## src/fault_arbiter_params.svh

```systemverilog
// timing counts, delay shift and counter width for the battery fault overlap arbiter
`ifndef FAULT_ARBITER_PARAMS_SVH
`define FAULT_ARBITER_PARAMS_SVH

`define CLK_PERIOD_NS 10
`define OVC_DELAY_CNT 16'h0100
`define OVD_DELAY_CNT 16'h0080
`define OCUR_DELAY_CNT 16'h0040
`define SHORT_DELAY_CNT 16'h0004
`define XCHG_DELAY_CNT 16'h0080
`define REL_DELAY_CNT 16'h0020
`define FAST_SHIFT 4
`define CNT_WIDTH 16

`endif

```

## src/fault_arbiter_pkg.sv

```systemverilog
// types shared by the fault arbiter modules
`default_nettype none
package fault_arbiter_pkg;
    typedef enum logic [1:0] {
        PULL_NONE = 2'b00,
        PULL_VDD = 2'b01,
        PULL_VSS = 2'b11
    } pull_e;
    typedef logic [15:0] cnt_t;
endpackage
`default_nettype wire

```

## src/delay_if.sv

```systemverilog
// carrier between arbiter and one detection delay filter
`default_nettype none
interface delay_if;
    logic cond;
    logic run;
    fault_arbiter_pkg::cnt_t limit;
    logic done;
    modport arb (output cond, output run, output limit, input done);
    modport flt (input cond, input run, input limit, output done);
endinterface
`default_nettype wire

```

## src/delay_filter.sv

```systemverilog
// confirms a condition after it has held for a counted delay
`include "fault_arbiter_params.svh"
`default_nettype none
module delay_filter (
    input wire logic clk, // system clock
    input wire logic reset_n, // async reset, active low
    input wire logic clk_en, // freezes state when low
    delay_if.flt d // condition, run gate, limit, confirmed
);
    import fault_arbiter_pkg::*;
    cnt_t cnt_reg;
    logic done_reg;

    // count while the condition holds and the arbiter lets it run; drop out otherwise
    always_ff @(posedge clk or negedge reset_n) begin
        if (!reset_n) begin
            cnt_reg <= 16'h0000;
            done_reg <= 1'b0;
        end else if (clk_en) begin
            if (!d.cond || !d.run) begin
                cnt_reg <= 16'h0000;
                done_reg <= 1'b0;
            end else if (cnt_reg >= d.limit) begin
                done_reg <= 1'b1;
            end else begin
                cnt_reg <= cnt_reg + 16'h0001;
            end
        end
    end
    assign d.done = done_reg;
endmodule
`default_nettype wire

```

## src/fault_arbiter.sv

```systemverilog
// overlap arbiter for overcharge, overdischarge, overcurrent, short and charger faults
`include "fault_arbiter_params.svh"
`default_nettype none
module fault_arbiter #(
    parameter int CNT_W = `CNT_WIDTH // delay counter width
) (
    input wire logic clk, // internal oscillator clock
    input wire logic reset_n, // async reset, active low
    input wire logic clk_en, // freezes all state when low
    input wire logic ovc_pin, // overcharge comparator
    input wire logic ovd_pin, // overdischarge comparator
    input wire logic ocur_pin, // overcurrent comparator
    input wire logic short_pin, // short-circuit comparator
    input wire logic xchg_pin, // excessive-charger comparator
    input wire logic fast_pin, // delay shorten select
    output logic charge_gate, // high lets charging through
    output logic discharge_gate, // high lets discharging through
    output var fault_arbiter_pkg::pull_e sense_pull, // sense-node pull routing
    output logic standby // low-power standby
);
    import fault_arbiter_pkg::*;

    // two-stage synchronisers for all comparator pins
    logic [5:0] pin_s1_reg, pin_s2_reg;
    always_ff @(posedge clk or negedge reset_n) begin
        if (!reset_n) begin
            pin_s1_reg <= 6'h00;
            pin_s2_reg <= 6'h00;
        end else if (clk_en) begin
            pin_s1_reg <= {fast_pin, xchg_pin, short_pin, ocur_pin, ovd_pin, ovc_pin};
            pin_s2_reg <= pin_s1_reg;
        end
    end
    logic ovc_c, ovd_c, ocur_c, short_c, xchg_c, fast_c;
    assign {fast_c, xchg_c, short_c, ocur_c, ovd_c, ovc_c} = pin_s2_reg;

    // shortened delays divide by a power of two; never below one cycle
    function automatic cnt_t scale(input cnt_t full, input logic fast);
        cnt_t s;
        s = fast ? (full >> `FAST_SHIFT) : full;
        scale = (s == 16'h0000) ? 16'h0001 : s;
    endfunction

    // confirmed detection state
    logic ovc_reg, ovd_reg, ocur_reg, short_reg, xchg_reg;
    logic ovd_after_ovc_reg, ocur_first_reg;
    logic [4:0] done_w;

    // five filters, one per detection
    delay_if dl [5] ();
    genvar gi;
    generate
        for (gi = 0; gi < 5; gi++) begin : g_flt
            delay_filter u_flt (
                .clk(clk),
                .reset_n(reset_n),
                .clk_en(clk_en),
                .d(dl[gi])
            );
            assign done_w[gi] = dl[gi].done;
        end
    endgenerate

    // overcharge: runs regardless of overcurrent; confirm after counted delay
    assign dl[0].cond = ovc_c;
    assign dl[0].run = !ovc_reg;
    assign dl[0].limit = scale(`OVC_DELAY_CNT, fast_c);
    // overdischarge: held at zero while overcharge pends, restarts from zero once it confirms
    assign dl[1].cond = ovd_c;
    assign dl[1].run = !ovd_reg && !(ovc_c && !ovc_reg);
    assign dl[1].limit = scale(`OVD_DELAY_CNT, fast_c);
    // overcurrent: aborted when an overcharge or overdischarge condition came first
    assign dl[2].cond = ocur_c;
    assign dl[2].run = !ocur_reg && !((ovc_c || ovd_c) && !ocur_first_reg);
    assign dl[2].limit = scale(`OCUR_DELAY_CNT, fast_c);
    // short: fixed delay, nothing blocks it
    assign dl[3].cond = short_c;
    assign dl[3].run = !short_reg;
    assign dl[3].limit = `SHORT_DELAY_CNT;
    // excessive charger: only with discharge gate high and no discharge-side fault
    assign dl[4].cond = xchg_c;
    assign dl[4].run = !xchg_reg && discharge_gate && !ovd_reg && !ocur_reg && !short_reg;
    assign dl[4].limit = scale(`XCHG_DELAY_CNT, fast_c);

    // overcharge state: set on confirm, clear when the condition goes away
    always_ff @(posedge clk or negedge reset_n) begin
        if (!reset_n) begin
            ovc_reg <= 1'b0;
        end else if (clk_en) begin
            if (done_w[0]) begin
                ovc_reg <= 1'b1;
            end else if (!ovc_c) begin
                ovc_reg <= 1'b0;
            end
        end
    end

    // overdischarge state; remembers whether overcharge was already in force
    always_ff @(posedge clk or negedge reset_n) begin
        if (!reset_n) begin
            ovd_reg <= 1'b0;
            ovd_after_ovc_reg <= 1'b0;
        end else if (clk_en) begin
            if (done_w[1] && !ovd_reg) begin
                ovd_reg <= 1'b1;
                ovd_after_ovc_reg <= ovc_reg;
            end else if (!ovd_c) begin
                ovd_reg <= 1'b0;
                ovd_after_ovc_reg <= 1'b0;
            end
        end
    end

    // overcurrent and short states; first-arrival flag decides abort and pull
    always_ff @(posedge clk or negedge reset_n) begin
        if (!reset_n) begin
            ocur_reg <= 1'b0;
            short_reg <= 1'b0;
            ocur_first_reg <= 1'b0;
        end else if (clk_en) begin
            ocur_first_reg <= ocur_c && (ocur_first_reg || !(ovc_c || ovd_c));
            if (done_w[2]) begin
                ocur_reg <= 1'b1;
            end else if (!ocur_c) begin
                ocur_reg <= 1'b0;
            end
            if (done_w[3]) begin
                short_reg <= 1'b1;
            end else if (!short_c) begin
                short_reg <= 1'b0;
            end
        end
    end

    // excessive charger state
    always_ff @(posedge clk or negedge reset_n) begin
        if (!reset_n) begin
            xchg_reg <= 1'b0;
        end else if (clk_en) begin
            if (done_w[4]) begin
                xchg_reg <= 1'b1;
            end else if (!xchg_c) begin
                xchg_reg <= 1'b0;
            end
        end
    end

    // output decisions, re-evaluated every clock
    logic charge_next, discharge_next, standby_next;
    pull_e pull_next;
    always_comb begin
        charge_next = !(ovc_reg || xchg_reg);
        discharge_next = !(ovd_reg || ocur_reg || short_reg);
        standby_next = ovd_reg && !ovd_after_ovc_reg && !ovc_reg;
        if (ovd_reg) begin
            pull_next = PULL_VDD;
        end else if (ovc_reg && !ocur_first_reg) begin
            pull_next = PULL_NONE;
        end else if (ocur_reg || short_reg) begin
            pull_next = PULL_VSS;
        end else begin
            pull_next = PULL_NONE;
        end
    end

    // registered outputs; priorities settle in one clock
    always_ff @(posedge clk or negedge reset_n) begin
        if (!reset_n) begin
            charge_gate <= 1'b1;
            discharge_gate <= 1'b1;
            sense_pull <= PULL_NONE;
            standby <= 1'b0;
        end else if (clk_en) begin
            charge_gate <= charge_next;
            discharge_gate <= discharge_next;
            sense_pull <= pull_next;
            standby <= standby_next;
        end
    end

    // assertions on the charge gate and the overcharge outcome
    a_ovc_gate_low: assert property (@(posedge clk) disable iff (!reset_n)
        clk_en && ovc_reg |=> !charge_gate)
        else $error("charge gate high during overcharge");

    a_cgate_free: assert property (@(posedge clk) disable iff (!reset_n)
        clk_en && !ovc_reg && !xchg_reg |=> charge_gate)
        else $error("charge gate low with no charge-side fault");

    a_ovc_no_standby: assert property (@(posedge clk) disable iff (!reset_n)
        clk_en && ovc_reg |=> !standby)
        else $error("standby during overcharge");

    a_ovc_first_keeps: assert property (@(posedge clk) disable iff (!reset_n)
        clk_en && ovc_reg && ovd_reg |=> !charge_gate && !standby)
        else $error("overcharge outcome lost on overdischarge");

    a_ovc_parallel: assert property (@(posedge clk) disable iff (!reset_n)
        ovc_c && ocur_c && !ovc_reg |-> dl[0].run)
        else $error("overcharge delay stopped by overcurrent");

    a_ovc_pull_none: assert property (@(posedge clk) disable iff (!reset_n)
        clk_en && ovc_reg && !ovd_reg && !ocur_first_reg |=> sense_pull == PULL_NONE)
        else $error("pull not released on overcharge");

    // assertions on overdischarge, standby and the supply pull
    a_ovd_pull_vdd: assert property (@(posedge clk) disable iff (!reset_n)
        clk_en && ovd_reg |=> sense_pull == PULL_VDD)
        else $error("no supply pull on overdischarge");

    a_ovd_dgate_low: assert property (@(posedge clk) disable iff (!reset_n)
        clk_en && ovd_reg |=> !discharge_gate)
        else $error("discharge gate high in overdischarge");

    a_stby_needs_ovd: assert property (@(posedge clk) disable iff (!reset_n)
        clk_en && !ovd_reg |=> !standby)
        else $error("standby without overdischarge");

    a_ovd_ovc_nostby: assert property (@(posedge clk) disable iff (!reset_n)
        clk_en && ovd_after_ovc_reg |=> !standby)
        else $error("standby after overcharge-first overdischarge");

    a_ovd_first_stby: assert property (@(posedge clk) disable iff (!reset_n)
        clk_en && ovd_reg && !ovd_after_ovc_reg && !ovc_reg |=> standby)
        else $error("no standby on overdischarge");

    a_ocur_ovd_stby: assert property (@(posedge clk) disable iff (!reset_n)
        clk_en && ovd_reg && ocur_first_reg && !ovc_reg && !ovd_after_ovc_reg |=> standby && sense_pull == PULL_VDD)
        else $error("overdischarge after overcurrent not handled");

    a_ovd_pause: assert property (@(posedge clk) disable iff (!reset_n)
        ovc_c && !ovc_reg |-> !dl[1].run)
        else $error("overdischarge delay ran during pending overcharge");

    a_ovd_resume: assert property (@(posedge clk) disable iff (!reset_n)
        ovc_reg && ovd_c && !ovd_reg |-> dl[1].run)
        else $error("overdischarge delay not resumed");

    // assertions on overcurrent and short
    a_ocur_no_stby: assert property (@(posedge clk) disable iff (!reset_n)
        clk_en && (ocur_reg || short_reg) && !ovd_reg |=> !standby && !discharge_gate)
        else $error("overcurrent misbehaved");

    a_dgate_free: assert property (@(posedge clk) disable iff (!reset_n)
        clk_en && !ovd_reg && !ocur_reg && !short_reg |=> discharge_gate)
        else $error("discharge gate low with no discharge-side fault");

    a_ocur_abort: assert property (@(posedge clk) disable iff (!reset_n)
        (ovc_c || ovd_c) && !ocur_first_reg |-> !dl[2].run)
        else $error("overcurrent not aborted");

    a_ocur_abort_ovd: assert property (@(posedge clk) disable iff (!reset_n)
        ovd_c && !ocur_first_reg |-> !dl[2].run)
        else $error("overcurrent not aborted by overdischarge");

    a_ocur_first_flag: assert property (@(posedge clk) disable iff (!reset_n)
        clk_en && ocur_c && !ovc_c && !ovd_c |=> ocur_first_reg)
        else $error("overcurrent arrival not recorded");

    a_ocur_pull_vss: assert property (@(posedge clk) disable iff (!reset_n)
        clk_en && ocur_reg && !ovd_reg && !ovc_reg |=> sense_pull == PULL_VSS)
        else $error("no ground pull on overcurrent");

    a_short_free: assert property (@(posedge clk) disable iff (!reset_n)
        !short_reg |-> dl[3].run)
        else $error("short detection blocked");

    a_short_fixed: assert property (@(posedge clk) disable iff (!reset_n)
        dl[3].limit == `SHORT_DELAY_CNT)
        else $error("short delay was shortened");

    // assertions on the charger filter, delay select and freeze
    a_xchg_blocked: assert property (@(posedge clk) disable iff (!reset_n)
        !discharge_gate |-> !dl[4].run)
        else $error("charger delay ran with gate low");

    a_xchg_suppress: assert property (@(posedge clk) disable iff (!reset_n)
        ovd_reg || ocur_reg || short_reg |-> !dl[4].run)
        else $error("charger delay ran during discharge fault");

    a_fast_limit: assert property (@(posedge clk) disable iff (!reset_n)
        fast_c |-> dl[0].limit == (`OVC_DELAY_CNT >> `FAST_SHIFT))
        else $error("overcharge delay not shortened");

    a_normal_limit: assert property (@(posedge clk) disable iff (!reset_n)
        !fast_c |-> dl[0].limit == `OVC_DELAY_CNT)
        else $error("overcharge delay shortened unasked");

    // a frozen clock enable must hold both gates and standby where they were
    a_frozen: assert property (@(posedge clk) disable iff (!reset_n)
        !clk_en |=> $stable(charge_gate) && $stable(discharge_gate) && $stable(standby))
        else $error("outputs moved while clock enable was low");

    // covers for the main scenarios
    c_ovc: cover property (@(posedge clk) disable iff (!reset_n) ovc_reg && !charge_gate);
    c_ovd_stby: cover property (@(posedge clk) disable iff (!reset_n) standby);
    c_ocur_then_ovd: cover property (@(posedge clk) disable iff (!reset_n) ocur_reg ##[1:50] ovd_reg);
    c_xchg: cover property (@(posedge clk) disable iff (!reset_n) xchg_reg);
    c_ovd_after_ovc: cover property (@(posedge clk) disable iff (!reset_n) ovd_reg && ovd_after_ovc_reg);
endmodule
`default_nettype wire

```

## config.mk

```make
export PLATFORM = sky130hd
export DESIGN_NAME = fault_arbiter
export DESIGN_NICKNAME = d
export VERILOG_FILES = /design/src/fault_arbiter_pkg.sv /design/src/delay_if.sv /design/src/delay_filter.sv /design/src/fault_arbiter.sv
export VERILOG_INCLUDE_DIRS = /design/src
export SDC_FILE = /design/constraint.sdc
export NUM_CORES = 1
export LEC_CHECK = 0
export ABC_AREA = 1
export BUFFER_PORTS_ARGS = -buffer_cell sky130_fd_sc_hd__buf_2
export CAP_MARGIN = 40
export CELL_PAD_IN_SITES_DETAIL_PLACEMENT = 0
export CELL_PAD_IN_SITES_GLOBAL_PLACEMENT = 1
export CORE_MARGIN = 2
export CORE_UTILIZATION = 35
export CTS_CLUSTER_SIZE = 14
export DETAILED_ROUTE_END_ITERATION = 16
export GPL_TIMING_DRIVEN = 0
export PLACE_DENSITY_LB_ADDON = 0.25
export SETUP_SLACK_MARGIN = 0.4
export SLEW_MARGIN = 20
export SYNTH_ARGS = -nofsm -noshare
export SYNTH_HDL_FRONTEND = slang
export SYNTH_HIERARCHICAL = 1
export SYNTH_SLANG_ARGS = --single-unit
```

## constraint.sdc

```tcl
create_clock -name clk -period 3.34 [get_ports clk]
set_clock_uncertainty 0.2 [all_clocks]
set_input_delay 0.668 -clock clk [delete_from_list [all_inputs] [get_ports clk]]
set_output_delay 0.668 -clock clk [all_outputs]
set_load 0.005 [all_outputs]
```

==> metrics.yaml <==
outcome:
  status: "complete, no violations"
layout:
  largest_reg_flops: 80
  final_common_cell: "nand2_1"
  area_growth_pct: 12.7
  diodes: 0
  layout_common_cells: "381 x nand2_1, 192 x inv_1, 114 x nand3_1, 107 x dfrtp_1, 94 x nor2_1"
  nets: 1430
  drive_above_1_share_pct: 8.80
synth:
  yosys.area_share.simple_pct: 35.1
  synth_top_area_share_pct: 31.3
  synth-adder-area-share_pct: 12.4
  synth_area_leaders: "dfrtp_1 31%, nand2_1 17%, ha_1 12%, inv_1 8.4%, nand3_1 6.7%"
  synth_top_family_by_area: "simple AND/OR/NAND/NOR gates"
  ys_seq_area_share_pct: 32.0
  yosys_warnings: 6
  netlist.top_cell.by_area: "dfrtp_1"
  synth_area_per_cell_sq_um: 6.89
  ys_types: 30
  yosys-mux-area-fraction_pct: 0
  synth_compound_area_share_pct: 8.45
  netlist_instances: 1241
  synthXorXnorAreaFrac_pct: 1.03
  synth_area_sq_um: 8540
  ys_seq_elements: 109
clock_network:
  cts_root_buf: "clkbuf_16"
  cts_buffers: 9
  hold_buffers: 0
  cts_resized: 0
  cts_max_level: 3
  clock_sinks: 109
  cts_buffer_depth: 2
  cts_tree: "yes"
  post-cts-setup-buffers: 0
  clk_latency_ns: 0.36
  path_clk_slew_ns: 0.08
sta:
  hold_violations: 0
  tightest_slew_ns: 0.673
  fin_crit_sh_pct: 73.2
  tns_ns: 0
  max_slew_margin_pct: 55.1
  setup_violations: 0
  fin_hold_ws_ns: 0.0471
  timing.final.crit_period_ns: 2.45
  drv_slew: 0
  fmax_mhz: 409
  rsz0062_at_grt: "false"
  worst_slack_ns: 0.895
floorplanning:
  fp.dieH_um: 160
  ios: 14
  dieArea_sq_um: 25700
  start_util_pct: 35.3
  die_w_um: 160
  core_sq_um: 24200
  rows: 57
worst_setup_path:
  crit_fanout: 10
  rr_worst_depth: 12
  r2r_slack_ns: 0.89
  critPathKind: "register to register"
  arrival_ns: 2.54
  crit_required_ns: 3.44
  rr_startpoint: "pin_s2_reg[5]$_DFFE_PN0P_"
  timing.rr.end: "g_flt[1].u_flt/cnt_reg[11]$_DFFE_PN0P_"
  crit_path_end_kind: "register"
  start_kind: "register"
drt:
  routed_via_density: 4.48
  dr.pass1.iters: 4
  routedWlPerCell_um: 11.6
  routed_wl_mm: 19.3
  route.detailed.drc: 0
  drtIter0Drc: 335
  num_vias: 7451
  ant_nets: 0
hold_path:
  hold_path.class: "primary input to async pin"
global_route:
  track_usage_pct: 16.2
  grt_antenna_before_repair: 0
  grt_max_degree: 58
  first_global_vias: 7158
  grt_overflow_total: 0
  grt_pass1_wl_mm: 34.5
placed_design:
  place_congestion: 0.821
  io_buffers: 13
  dp_hpwl_mm: 14.4
  pre_cts_slack_ns: 0.860
power_and_ir_drop:
  p_leak_nw: 4.83
  vdd_drop_max_uv: 253
  p_per_area_nw_per_um2: 316
job:
  maxCapViolations: 0
## layout make-up
| type | instances | area [sq um] |
|---|---|---|
| flip-flops and latches | 109 | 2730 |
| well taps | 324 | 405 |
| inverters | 205 | 774 |
| clock buffers | 9 | 225 |
| multi-input cells | 978 | 5140 |
| repair buffers | 14 | 98.8 |
| plain buffers | 19 | 160 |
| clock inverters | 7 | 96.3 |
| fillers | 2572 | 14500 |
## per-stage QoR
stage	area, sq um	utilization [%]	total power [mW]	std cells
after floorplan	8810	-	1.72	1311
after global placement	9280	38.4	1.87	1648
after detailed placement	9310	38.5	1.88	1649
after CTS	9630	39.8	3.11	1665
after global routing	9630	39.8	3.24	1665
final	9630	39.8	3.05	1665
## layer usage
metal | up-vias | wire length [um] | GRT usage [%]
met3 | 17 | 287 | 1.61
met4 | 0 | 289 | 4.63
met2 | 42 | 8720 | 26.9
met1 | 3331 | 9990 | 22.5
li1 | 4061 | - | -
met5 | - | 0 | 0
## cells in the mapped netlist
cell type	instances
a31oi_1	5
nand2_2	15
nand2_4	5
inv_1	192
nand2_1	381
buf_4	6
nand3_1	114
buf_2	5
o21ai_2	2
dfstp_2	2
nand4_1	16
buf_6	8
o21ai_0	18
ha_1	85
conb_1	2
nor2_1	94
o21ai_1	15
nand3_4	5
xor2_1	10
nand3_2	1
inv_6	1
a21oi_1	64
o21a_1	5
nor2_4	2
inv_2	12
nor2_2	24
o21bai_1	15
dfrtp_1	107
o211ai_1	5
nor3_1	25
## power breakdown
group	leakage (nW)	internal (mW)	switching, mW
Combinational	3.18	0.139	0.314
Clock	0.160	0.663	0.539
Sequential	1.49	1.35	0.0360
Total	4.83	2.16	0.889
## worst max-delay path, cell delays in order, from the launching register on
cell     delay, ns
dfrtp_1       0.46
inv_1         0.27
inv_1         0.08
ha_1          0.32
a21oi_1       0.14
o21a_1        0.14
nand2_1       0.09
nand2_2       0.11
nand3_4       0.14
nand2_4       0.16
buf_6         0.15
nand2_1       0.06
nand2_1       0.05
## worst max path at each step
stage                               from                                endpoint  cells past startpoint
2_1_floorplan  pin_s2_reg[5]$_DFFE_PN0P_   g_flt[1].u_flt/cnt_reg[9]$_DFFE_PN0P_                     11
3_3_place_gp                     reset_n  g_flt[1].u_flt/cnt_reg[12]$_DFFE_PN0P_                      1
3_5_place_dp   pin_s2_reg[5]$_DFFE_PN0P_   g_flt[1].u_flt/cnt_reg[0]$_DFFE_PN0P_                     12
4_1_cts        pin_s2_reg[5]$_DFFE_PN0P_   g_flt[1].u_flt/cnt_reg[9]$_DFFE_PN0P_                     12
5_1_grt        pin_s2_reg[5]$_DFFE_PN0P_  g_flt[1].u_flt/cnt_reg[11]$_DFFE_PN0P_                     12
6_report       pin_s2_reg[5]$_DFFE_PN0P_  g_flt[1].u_flt/cnt_reg[11]$_DFFE_PN0P_                     12
## logic make-up (layout without fill, tap and decap cells)
logic type               after synthesis  in the layout
XOR/XNOR                              10             10
other                                  2             72
AO/OA/AOI/OAI                        129            129
buffers and inverters                224            254
flip-flops                           109            109
adder cells (fa/ha/maj)               85             85
AND/OR/NAND/NOR                      682            682
No activity file was read; power rests on OpenSTA's default activity.
